File: src/rtl/pwrs_pkg.sv
// Constants, register map and types of the power stage fault controller.
// Assumes a single 200 MHz clock and a zero wait state AHB-Lite slave.
package pwrs_pkg;

  // Recovery timing, in cycles of the A-side PWM input
  localparam int          RECOVERY_CYCLES   = 512;

  // AHB-Lite encodings
  localparam logic [1:0]  HTRANS_NONSEQ     = 2'h2;
  localparam logic        HRESP_OKAY        = 1'h0;
  localparam int          REG_ADDR_W        = 8;

  // Register byte offsets
  localparam logic [7:0]  CTRL_OFFSET       = 8'h00;
  localparam logic [7:0]  STATUS_OFFSET     = 8'h04;
  localparam logic [7:0]  IRQ_STATUS_OFFSET = 8'h08;
  localparam logic [7:0]  IRQ_CLEAR_OFFSET  = 8'h0c;
  localparam logic [7:0]  IRQ_ENABLE_OFFSET = 8'h10;
  localparam logic [7:0]  RECOVERY_OFFSET   = 8'h14;

  // Control register fields
  localparam int          CTRL_PROT_OFF_BIT = 0;
  localparam logic        CTRL_RESET        = 1'h0;

  // Status register fields
  localparam int          ST_LATCH_BIT      = 0;
  localparam int          ST_SWITCH_BIT     = 1;
  localparam int          ST_RECOVER_BIT    = 2;
  localparam int          ST_MODE_LSB       = 3;
  localparam int          ST_STRAP_RSV_BIT  = 5;
  localparam int          ST_FLAG_PIN_BIT   = 6;
  localparam int          ST_ERR_LSB        = 7;

  // Interrupt fields, shared by status, clear and enable
  localparam int          IRQ_W             = 3;
  localparam int          IRQ_ERROR_BIT     = 0;
  localparam int          IRQ_RESTART_BIT   = 1;
  localparam int          IRQ_RST_CLR_BIT   = 2;
  localparam logic [2:0]  IRQ_ENABLE_RESET  = 3'h0;

  // Number of protection detectors: overcurrent, overtemperature, undervoltage
  localparam int          ERR_W             = 3;

  typedef enum logic [1:0] {
    MODE_SELF_RESTART,
    MODE_LATCHED_SHUTDOWN,
    MODE_PROTECTION_OFF
  } pwrs_mode_type;

  typedef enum logic [1:0] {
    ST_OFF,
    ST_RUN,
    ST_LATCHED,
    ST_RECOVER
  } pwrs_state_type;

endpackage

File: src/rtl/pwrs_rcv_if.sv
// Interface between the fault controller and its recovery counter.
// Assumes both ends run on the same clock.
`timescale 1ns/100ps
interface pwrs_rcv_if #(
  parameter int CNT_W = 10
);
  logic             start;
  logic             stop;
  logic             pwm_edge;
  logic             half_done;
  logic             full_done;
  logic             busy;
  logic [CNT_W-1:0] count;

  modport ctrl (output start, stop, pwm_edge, input half_done, full_done, busy, count);
  modport cnt  (input start, stop, pwm_edge, output half_done, full_done, busy, count);
endinterface

File: src/rtl/pwrs_fault_ctrl.sv
// Fault handling and protection mode control of a PWM driven H-bridge stage.
// Assumes all pins synchronous to CLK_IN and straps static during operation.
`timescale 1ns/100ps

// Functional notes
// In self-restart mode all detectors are armed and any error sets both outputs Hi-Z.
// The self-restart delay is counted in PWM input cycles, not in clock time.
// An error in self-restart mode sets the latch, forces Hi-Z and starts the counter.
// After half the recovery count the latch clears while the outputs stay Hi-Z.
// After the full count of 512 PWM cycles switching resumes as on a reset release.
// One counter and one latch serve both half-bridges, stopping and restarting both.
// In latched shutdown mode an error holds the outputs Hi-Z until reset is toggled.
// The controller recovers a latched shutdown by driving reset low and then high.
// In protection-off mode every detector is ignored; for test use only.
// Selects 00 give self-restart, 01 latched shutdown, and 1x is reserved. The code decodes 1x as latched shutdown.
// The output strap low selects bridge-tied load; high is reserved and unused. The code holds both outputs Hi-Z while it is high.
// The board ties the straps statically to the logic rail or logic ground.
// Under reset recovery the latch clears on reset fall and switching restarts on rise.
// The fault flag is low in protection with reset high and forced high with reset low.
// The counter steps on each A-side PWM rise and restarts on a new error.
module pwrs_fault_ctrl
  import pwrs_pkg::*;
#(
  parameter int RECOVERY = RECOVERY_CYCLES
) (
  // Clock and reset
  input  wire logic              CLK_IN,
  input  wire logic              SYS_RST_IN,
  // AHB-Lite slave
  input  wire logic              HSEL_IN,
  input  wire logic [31:0]       HADDR_IN,
  input  wire logic [1:0]        HTRANS_IN,
  input  wire logic              HWRITE_IN,
  input  wire logic [2:0]        HSIZE_IN,
  input  wire logic [31:0]       HWDATA_IN,
  input  wire logic              HREADY_IN,
  output logic      [31:0]       HRDATA_OUT,
  output logic                   HREADYOUT_OUT,
  output logic                   HRESP_OUT,
  // Front end control
  input  wire logic              RESET_N_IN,
  input  wire logic              PWM_IN_A_IN,
  input  wire logic              PWM_IN_B_IN,
  // Mode straps
  input  wire logic              PROT_SELECT_HI_IN,
  input  wire logic              PROT_SELECT_LO_IN,
  input  wire logic              OUTPUT_CONFIG_STRAP_IN,
  // Protection detectors: bit 0 overcurrent, 1 overtemperature, 2 undervoltage
  input  wire logic [ERR_W-1:0]  ERR_DETECT_IN,
  // Output stage
  output logic                   OUT_A_HIZ_OUT,
  output logic                   OUT_B_HIZ_OUT,
  output logic                   OUT_A_HIGH_OUT,
  output logic                   OUT_B_HIGH_OUT,
  // Open-drain fault flag
  input  wire logic              FAULT_FLAG_N_IN,
  output logic                   FAULT_FLAG_N_OUT,
  output logic                   FAULT_FLAG_N_OE_N_OUT,
  // Interrupt
  output logic                   IRQ_OUT
);

  localparam int CNT_W = $clog2(RECOVERY + 1);

  // Recovery counter link
  pwrs_rcv_if #(.CNT_W(CNT_W)) rcv ();

  pwrs_recovery_cnt #(
    .COUNT (RECOVERY),
    .CNT_W (CNT_W)
  ) u_recovery_cnt (
    .clk_in (CLK_IN),
    .rst_in (SYS_RST_IN),
    .rcv    (rcv)
  );

  // Control and state registers
  pwrs_state_type   state;
  pwrs_state_type   next_state;
  logic             prot_off_ctrl;
  logic [IRQ_W-1:0] irq_status;
  logic [IRQ_W-1:0] irq_enable;
  logic             reset_n_prev;
  logic             pwm_a_prev;
  logic             out_hiz;
  logic             out_a_high;
  logic             out_b_high;
  logic             flag_oe_n;

  // AHB data phase registers
  logic             wr_pending;
  logic [7:0]       wr_addr;
  logic [31:0]      rdata;

  // Mode decode from straps
  pwrs_mode_type    mode;
  wire              strap_reserved = PROT_SELECT_HI_IN;
  wire              out_strap_rsv  = OUTPUT_CONFIG_STRAP_IN;
  wire              self_restart   = (mode == MODE_SELF_RESTART);

  assign mode = prot_off_ctrl         ? MODE_PROTECTION_OFF :
                (!PROT_SELECT_HI_IN && !PROT_SELECT_LO_IN) ? MODE_SELF_RESTART :
                MODE_LATCHED_SHUTDOWN;

  // Edge detection on reset and the A-side PWM input
  wire reset_fall = reset_n_prev & ~RESET_N_IN;
  wire reset_rise = ~reset_n_prev & RESET_N_IN;
  wire pwm_a_rise = PWM_IN_A_IN & ~pwm_a_prev;

  // Any armed detector, both half-bridges together
  wire err_any  = (|ERR_DETECT_IN) & (mode != MODE_PROTECTION_OFF);
  wire latched  = (state == ST_LATCHED);
  wire new_err  = err_any & ~latched;

  // Recovery counter control
  assign rcv.start    = err_any & self_restart;
  assign rcv.stop     = (latched & reset_fall & ~err_any) | ~self_restart;
  assign rcv.pwm_edge = pwm_a_rise;

  // Protection state sequence
  always_comb begin
    next_state = state;
    unique case (state)
      ST_OFF: begin
        if (err_any) begin
          next_state = ST_LATCHED;
        end else if (reset_rise) begin
          next_state = ST_RUN;
        end
      end
      ST_RUN: begin
        if (err_any) begin
          next_state = ST_LATCHED;
        end else if (!RESET_N_IN) begin
          next_state = ST_OFF;
        end
      end
      ST_LATCHED: begin
        if (err_any) begin
          next_state = ST_LATCHED;
        end else if (reset_fall) begin
          next_state = ST_OFF;
        end else if (self_restart && rcv.half_done) begin
          next_state = ST_RECOVER;
        end
      end
      ST_RECOVER: begin
        if (err_any) begin
          next_state = ST_LATCHED;
        end else if (!self_restart) begin
          next_state = ST_OFF;
        end else if (rcv.full_done) begin
          next_state = RESET_N_IN ? ST_RUN : ST_OFF;
        end
      end
    endcase
  end

  // Output stage drive
  wire next_hiz = (next_state != ST_RUN) | out_strap_rsv;

  // Fault flag: low only while latched with reset high
  wire next_flag_oe_n = ~((next_state == ST_LATCHED) & RESET_N_IN);

  always_ff @(posedge CLK_IN) begin
    if (SYS_RST_IN) begin
      state        <= ST_OFF;
      reset_n_prev <= 1'b0;
      pwm_a_prev   <= 1'b0;
      out_hiz      <= 1'b1;
      out_a_high   <= 1'b0;
      out_b_high   <= 1'b0;
      flag_oe_n    <= 1'b1;
    end else begin
      state        <= next_state;
      reset_n_prev <= RESET_N_IN;
      pwm_a_prev   <= PWM_IN_A_IN;
      out_hiz      <= next_hiz;
      out_a_high   <= PWM_IN_A_IN & ~next_hiz;
      out_b_high   <= PWM_IN_B_IN & ~next_hiz;
      flag_oe_n    <= next_flag_oe_n;
    end
  end

  assign OUT_A_HIZ_OUT         = out_hiz;
  assign OUT_B_HIZ_OUT         = out_hiz;
  assign OUT_A_HIGH_OUT        = out_a_high;
  assign OUT_B_HIGH_OUT        = out_b_high;
  assign FAULT_FLAG_N_OUT      = 1'b0;
  assign FAULT_FLAG_N_OE_N_OUT = flag_oe_n;

  // Interrupt events
  wire [IRQ_W-1:0] irq_event;
  assign irq_event[IRQ_ERROR_BIT]   = new_err;
  assign irq_event[IRQ_RESTART_BIT] = (state == ST_RECOVER) & (next_state == ST_RUN);
  assign irq_event[IRQ_RST_CLR_BIT] = latched & (next_state == ST_OFF);

  // AHB address phase decode
  wire        addr_phase = HSEL_IN & HREADY_IN & (HTRANS_IN == HTRANS_NONSEQ);
  wire        rd_take    = addr_phase & ~HWRITE_IN;
  wire        wr_take    = addr_phase & HWRITE_IN;
  wire [7:0]  rd_addr    = HADDR_IN[REG_ADDR_W-1:0];

  // Data phase write strobes
  wire wr_ctrl   = wr_pending & (wr_addr == CTRL_OFFSET);
  wire wr_clear  = wr_pending & (wr_addr == IRQ_CLEAR_OFFSET);
  wire wr_enable = wr_pending & (wr_addr == IRQ_ENABLE_OFFSET);

  // Sticky status: a new event wins over a clear in the same cycle
  wire [IRQ_W-1:0] irq_clr_mask = wr_clear ? HWDATA_IN[IRQ_W-1:0] : '0;
  wire [IRQ_W-1:0] next_irq_status = (irq_status & ~irq_clr_mask) | irq_event;

  // Status word
  wire [31:0] status_word;
  assign status_word[ST_LATCH_BIT]                  = latched;
  assign status_word[ST_SWITCH_BIT]                 = (state == ST_RUN);
  assign status_word[ST_RECOVER_BIT]                = rcv.busy;
  assign status_word[ST_MODE_LSB+1:ST_MODE_LSB]     = mode;
  assign status_word[ST_STRAP_RSV_BIT]              = strap_reserved | out_strap_rsv;
  assign status_word[ST_FLAG_PIN_BIT]               = FAULT_FLAG_N_IN;
  assign status_word[ST_ERR_LSB+ERR_W-1:ST_ERR_LSB] = ERR_DETECT_IN;
  assign status_word[31:ST_ERR_LSB+ERR_W]           = '0;

  // Read data selection; unmapped and write-only offsets read zero
  wire [31:0] rd_mux =
    (rd_addr == CTRL_OFFSET)       ? {31'h0, prot_off_ctrl} :
    (rd_addr == STATUS_OFFSET)     ? status_word :
    (rd_addr == IRQ_STATUS_OFFSET) ? {29'h0, irq_status} :
    (rd_addr == IRQ_ENABLE_OFFSET) ? {29'h0, irq_enable} :
    (rd_addr == RECOVERY_OFFSET)   ? 32'(rcv.count) :
    32'h0;

  always_ff @(posedge CLK_IN) begin
    if (SYS_RST_IN) begin
      wr_pending <= 1'b0;
      wr_addr    <= 8'h00;
      rdata      <= 32'h0;
    end else begin
      wr_pending <= wr_take;
      wr_addr    <= wr_take ? rd_addr : wr_addr;
      rdata      <= rd_take ? rd_mux : rdata;
    end
  end

  always_ff @(posedge CLK_IN) begin
    if (SYS_RST_IN) begin
      prot_off_ctrl <= CTRL_RESET;
      irq_status    <= '0;
      irq_enable    <= IRQ_ENABLE_RESET;
    end else begin
      prot_off_ctrl <= wr_ctrl ? HWDATA_IN[CTRL_PROT_OFF_BIT] : prot_off_ctrl;
      irq_status    <= next_irq_status;
      irq_enable    <= wr_enable ? HWDATA_IN[IRQ_W-1:0] : irq_enable;
    end
  end

  assign HRDATA_OUT    = rdata;
  assign HREADYOUT_OUT = 1'b1;
  assign HRESP_OUT     = HRESP_OKAY;
  assign IRQ_OUT       = |(irq_status & irq_enable);

endmodule // pwrs_fault_ctrl

File: src/rtl/pwrs_recovery_cnt.sv
// Recovery counter: counts PWM input edges after a protection event.
// Assumes start, stop and pwm_edge are synchronous; pwm_edge is a one-cycle pulse, stop may be held high as a level.
`timescale 1ns/100ps
module pwrs_recovery_cnt
  import pwrs_pkg::*;
#(
  parameter int COUNT = RECOVERY_CYCLES,
  parameter int CNT_W = $clog2(COUNT + 1)
) (
  // Clock and reset
  input  wire logic clk_in,
  input  wire logic rst_in,
  // Controller side
  pwrs_rcv_if.cnt   rcv
);

  localparam logic [CNT_W-1:0] LAST = CNT_W'(COUNT - 1);
  localparam logic [CNT_W-1:0] HALF = CNT_W'(COUNT / 2 - 1);

  logic             busy;
  logic [CNT_W-1:0] count;
  wire              step = busy & rcv.pwm_edge & ~rcv.start & ~rcv.stop;

  assign rcv.busy      = busy;
  assign rcv.count     = count;
  assign rcv.half_done = step & (count == HALF);
  assign rcv.full_done = step & (count == LAST);

  always_ff @(posedge clk_in) begin
    if (rst_in || rcv.stop) begin
      busy  <= 1'b0;
      count <= '0;
    end else if (rcv.start) begin
      busy  <= 1'b1;
      count <= '0;
    end else if (step) begin
      busy  <= (count != LAST);
      count <= (count == LAST) ? '0 : count + CNT_W'(1);
    end
  end

endmodule // pwrs_recovery_cnt

File: config.mk
export PLATFORM = sky130hd
export DESIGN_NAME = pwrs_fault_ctrl
export DESIGN_NICKNAME = d
export VERILOG_FILES = /design/src/rtl/pwrs_pkg.sv /design/src/rtl/pwrs_rcv_if.sv /design/src/rtl/pwrs_fault_ctrl.sv /design/src/rtl/pwrs_recovery_cnt.sv
export SDC_FILE = /design/constraint.sdc
export NUM_CORES = 1
export LEC_CHECK = 0
export BUFFER_PORTS_ARGS = -buffer_cell sky130_fd_sc_hd__clkbuf_2
export CORE_ASPECT_RATIO = 1.5
export CORE_MARGIN = 2
export CORE_UTILIZATION = 40
export DETAILED_ROUTE_END_ITERATION = 7
export GPL_TIMING_DRIVEN = 0
export HOLD_SLACK_MARGIN = 0.08
export PLACE_DENSITY = 0.79
export SLEW_MARGIN = 30
export SYNTH_ARGS = -nofsm -noshare
export SYNTH_HDL_FRONTEND = slang
export SYNTH_HIERARCHICAL = 1
export SYNTH_SLANG_ARGS = --single-unit
File: constraint.sdc
create_clock -name CLK_IN -period 3.2 [get_ports CLK_IN]
set_clock_uncertainty 0.2 [all_clocks]
set_input_delay 0.64 -clock CLK_IN [delete_from_list [all_inputs] [get_ports CLK_IN]]
set_output_delay 0.64 -clock CLK_IN [all_outputs]
set_load 0.1 [all_outputs]
==> results list <==
- The compound-gate portion of the synthesized area was 0.122.
- STA puts the critical path data arrival time at 3140 ps.
* GP Congestion: 0.868
- Counting flops with an async set or reset pin after synthesis yields a share of 0.
- Overall die area: 6320 um2
* Die boundary height: 96.4 um
- Entering global routing, the biggest net connects 15 pins.
- The analysis attributes to net switching a power of 394 uW.
* Number of clock buffers inserted by TritonCTS: 5
- The initial utilization of the core area, before any placement, comes to 0.414.
* Static leakage: 1.24 nW
- After detailed placement, the design holds a cell count of 397.
- Once detail routing completed, the nets flagged for antenna violations numbered 0.
- The most used flip-flop cell after synthesis is sky130_fd_sc_hd__dfxtp_1.
- Number of DRC violations after detailed-routing iteration 0: 38
* Fill cell count: 545
- Number of port buffers: 42
- In the global route stage, overall resource usage came out at 0.164.
* Area growth syn-to-layout: 23.4%
- Cell at the root of the clock tree: sky130_fd_sc_hd__clkbuf_8
* Half-perimeter wire length after placement: 3940 um
- Area share of xor/xnor cells in the synthesized design: 0.0308
- Dividing the detail-routed wire length by the instance count gives 12.7 um.
* Net Sw Frac: 0.336
* Result of the run: completed
* CTS HTree Levels: 2
- Top-Level Pins: 125
- For this run, the register share of the synthesized area comes to 0.396.
- Post-synthesis instance area: 2280 um2
- The critical path ends at OUT_A_HIZ_OUT.
* Worst reg2reg path depth: 10
* Slack of the worst reg-to-reg path: 160 ps
- Largest voltage drop on the vdd net: 285 uV
* Mean post-synth cell area: 8.69 um2
- In this run, synthesis produced a sequential element count of 45.
- The min-delay analysis places its worst path in the category flop to flop.
* Unrepaired setup endpoints after global routing: no
- Of the total power, combinational logic draws 0.210.
- 1st-pass router iterations: 4
* Worst reg2reg endpoint: OUT_A_HIZ_OUT
- Multiplexer fraction of the synthesized cell area: 0.0748
- Of all nets on the critical path, the largest fanout is 6.
- Once layout is complete, the utilization of the core stands at 0.511.
- Count of yosys warnings during synthesis: 6
- Hold_buf cts: 0
* Wire length of the first global-routing pass: 7920 um
- Dominant combinational cell family by area after synthesis: simple AND/OR/NAND/NOR gates
- The number of antenna violations at the first check in global routing was 0.
- Number of standard cells after synthesis: 262
* Number of flops mapped to enable cells by yosys: 0
- The number of different library cells used by synthesis comes to 49.
* Layout cells sized above 1: 0.282
- Wire length reported by the detailed router: 5160 um
* Nets: 421
* Post-synthesis share of cell area spent on full adders, half adders and majority gates: 0.00550
- GR Overflow Total: 0
* Final slew viol count: 0
- Number of DRC violations after detailed routing: 0
* Crit path kind: input port to flop
- Endpoint required time on the critical path: 3180 ps
- After clock tree synthesis, the clock-pin slew on the worst setup and hold paths is 80 ps.
* Power density relative to cell area: 417 nW/um2
- Design internal power: 778 uW
- Via density per instance: 5.03
* TritonCTS clock tree: done
- Fin crit share: 0.987
* Max clock buf depth: 2
* Overall via count from detail_route: 2047
- Max-capacitance violation count: 0
- Setup violations remaining at the end of the flow were counted as 0.
- Of the total synthesized cell area, the portion taken by AND, OR, NAND and NOR gates is 0.255.
* Sequential share of power: 0.488
- Diode count: 0
* Proportion of power drawn by the clock network: 0.302
* Hold Fails Final Rpt: 0
- Die extent in x: 65.6 um
- STA classifies the critical path startpoint as an input port.
- Post-route insts no fill: 407
- Worst Max-Slew Pin Slew: 781 ps
- Core ar.: 5490 um2
- The worst setup path is captured at a flop.
- The tree built by TritonCTS fans out to 45 sinks.
- In this run the critical register-to-register path is launched from state[0].
* Number of global-route vias before repair: 1842
* FMAX: 317 MHz
* Clock period minus worst slack: 3160 ps
- The worst pin sits at a relative slew slack of 0.478.
* Source-to-sink clock delay at the later pin of the worst-skew pair: 300 ps
- Cell Rows: 33
- Startpoint of the most critical setup path: ERR_DETECT_IN[2]
what timing repair did:
item | in CTS | in global routing
endpoints found under the hold margin | 0 | 0
pin swaps | 0 | 1
resized for setup | 2 | 7
setup endpoints to repair | 5 | 6
buffers inserted | 0 | 3
stage by stage:
step                TNS [ps]  setup slack (ps)  hold slack (ps)  cell area, um2  power [mW]
finish                     0              41.6              270            2810        1.17
global route               0             0.563              289            2810        1.22
CTS                    -26.4             -26.4              277            2760        1.17
detailed placement     -2230              -439              250            2660       0.825
global placement       -1740              -380              246            2660       0.823
floorplan                  0              13.3              251            2360       0.789
cells in the final DEF (no fill, tap or decap), types with 2 or more instances in the layout:
master                       count
sky130_fd_sc_hd__a21oi_1        10
sky130_fd_sc_hd__a32o_1          3
sky130_fd_sc_hd__buf_4          29
sky130_fd_sc_hd__clkbuf_1        8
sky130_fd_sc_hd__clkbuf_2       42
sky130_fd_sc_hd__clkbuf_8        5
sky130_fd_sc_hd__clkinvlp_4      2
sky130_fd_sc_hd__conb_1         25
sky130_fd_sc_hd__dfxtp_1        45
sky130_fd_sc_hd__inv_1           5
sky130_fd_sc_hd__mux2i_1        17
sky130_fd_sc_hd__nand2_1        18
sky130_fd_sc_hd__nand2b_1        2
sky130_fd_sc_hd__nand3_1         6
sky130_fd_sc_hd__nand3b_1        2
sky130_fd_sc_hd__nand4_1         2
sky130_fd_sc_hd__nor2_1         38
sky130_fd_sc_hd__nor2b_1         5
sky130_fd_sc_hd__nor3_1          7
sky130_fd_sc_hd__nor3b_1         2
sky130_fd_sc_hd__nor4_1          4
sky130_fd_sc_hd__nor4b_1         2
sky130_fd_sc_hd__nor4bb_1        2
sky130_fd_sc_hd__o2bb2ai_1       7
sky130_fd_sc_hd__o31ai_1         4
sky130_fd_sc_hd__o41ai_1         2
sky130_fd_sc_hd__or2_2           2
sky130_fd_sc_hd__or3_1           4
sky130_fd_sc_hd__or4_4           3
sky130_fd_sc_hd__xnor2_1         6
sky130_fd_sc_hd__xor2_1          2
final cells by class:
type / instances / area (um2) / share of cell area
multi-input combinational: 198 / 1240 / 0.441
sequential: 45 / 901 / 0.321
buffer: 35 / 238 / 0.0847
timing repair buffer: 45 / 233 / 0.0829
tap: 70 / 87.6 / 0.0312
clock buffer: 6 / 72.6 / 0.0258
inverter: 6 / 22.5 / 0.00802
clock inverter: 2 / 15.0 / 0.00535
Yosys cell counts (2+ instances only):
library cell                instances  area (um2)
sky130_fd_sc_hd__o31ai_1            4        30.0
sky130_fd_sc_hd__clkbuf_1           8        30.0
sky130_fd_sc_hd__nand2_1           18        67.6
sky130_fd_sc_hd__nor3b_1            2        15.0
sky130_fd_sc_hd__o41ai_1            2        17.5
sky130_fd_sc_hd__nand3b_1           2        15.0
sky130_fd_sc_hd__nor3_1             8        40.0
sky130_fd_sc_hd__mux2i_1           17         170
sky130_fd_sc_hd__conb_1             2        7.51
sky130_fd_sc_hd__xor2_1             2        17.5
sky130_fd_sc_hd__nor4bb_1           2        20.0
sky130_fd_sc_hd__a32o_1             3        30.0
sky130_fd_sc_hd__buf_4             26         195
sky130_fd_sc_hd__nor4_1             5        31.3
sky130_fd_sc_hd__xnor2_1            6        52.6
sky130_fd_sc_hd__nand4_1            2        12.5
sky130_fd_sc_hd__or2_2              2        12.5
sky130_fd_sc_hd__nor2_1            38         143
sky130_fd_sc_hd__or4_1              2        15.0
sky130_fd_sc_hd__nor4b_1            2        17.5
sky130_fd_sc_hd__buf_2              2        10.0
sky130_fd_sc_hd__or4_4              2        22.5
sky130_fd_sc_hd__a21oi_1           10        50.1
sky130_fd_sc_hd__inv_1              6        22.5
sky130_fd_sc_hd__o2bb2ai_1          7        61.3
sky130_fd_sc_hd__dfxtp_1           45         901
sky130_fd_sc_hd__nand3_1            6        30.0
sky130_fd_sc_hd__nor2b_1            5        31.3
sky130_fd_sc_hd__or3_1              5        31.3
sky130_fd_sc_hd__nand2b_1           2        12.5
worst min path at each step:
| stage | from | end | slack [ps] | cells after the start |
|---|---|---|---|---|
| floorplan | irq_status[2] | irq_status[2] | 250 | 2 |
| global placement | HRDATA_OUT[6] | HRDATA_OUT[6] | 250 | 1 |
| detailed placement | HRDATA_OUT[5] | HRDATA_OUT[5] | 250 | 1 |
| CTS | HRDATA_OUT[5] | HRDATA_OUT[5] | 280 | 1 |
| global route | HRDATA_OUT[7] | HRDATA_OUT[7] | 290 | 1 |
| finish | HRDATA_OUT[7] | HRDATA_OUT[7] | 270 | 1 |
power groups by stage:
stage | combinational [mW] | clock [mW] | sequential (mW)
floorplan | 0.199 | 0 | 0.589
global placement | 0.239 | 0 | 0.584
detailed placement | 0.241 | 0 | 0.584
CTS | 0.242 | 0.361 | 0.571
global route | 0.258 | 0.386 | 0.573
finish | 0.246 | 0.354 | 0.572
worst max-delay path: stages:
cell and delay, ps:
sky130_fd_sc_hd__clkbuf_2 100, sky130_fd_sc_hd__or3_4 400, sky130_fd_sc_hd__and2_4 160, sky130_fd_sc_hd__nand4bb_1 210, sky130_fd_sc_hd__buf_6 160, sky130_fd_sc_hd__or4_4 540, sky130_fd_sc_hd__inv_2 80, sky130_fd_sc_hd__or4_4 130
sky130_fd_sc_hd__o22ai_2 90, sky130_fd_sc_hd__a211o_1 310, sky130_fd_sc_hd__or3_1 310
flip-flops by register name, indices dropped and copies added (netlist names), 2 cells and up:
register                  count
irq_status                    3
wr_addr                       8
u_recovery_cnt/rcv.count     10
irq_enable                    3
state                         2
HRDATA_OUT                   10
kinds of logic after synthesis:
group                      after synthesis
buffers and inverters                   42
muxes                                   17
and+or+nand+nor                        110
AOI/OAI and AO/OA                       37
DFF                                     45
other                                    2
xor gates and xnor gates                 8
adders and majority gates                1
layer usage:
| metal | share of wire | track usage | vias up | wire length, um |
|---|---|---|---|---|
| met5 | 0 | 0 | - | 0 |
| met3 | 0.060 | 0.0359 | 7 | 307 |
| met4 | 0.016 | 0.0677 | 0 | 85 |
| met1 | 0.39 | 0.174 | 941 | 2030 |
| met2 | 0.53 | 0.310 | 77 | 2740 |
| li1 | - | - | 1022 | - |
Note: power is estimated with default switching activity, not from simulation.
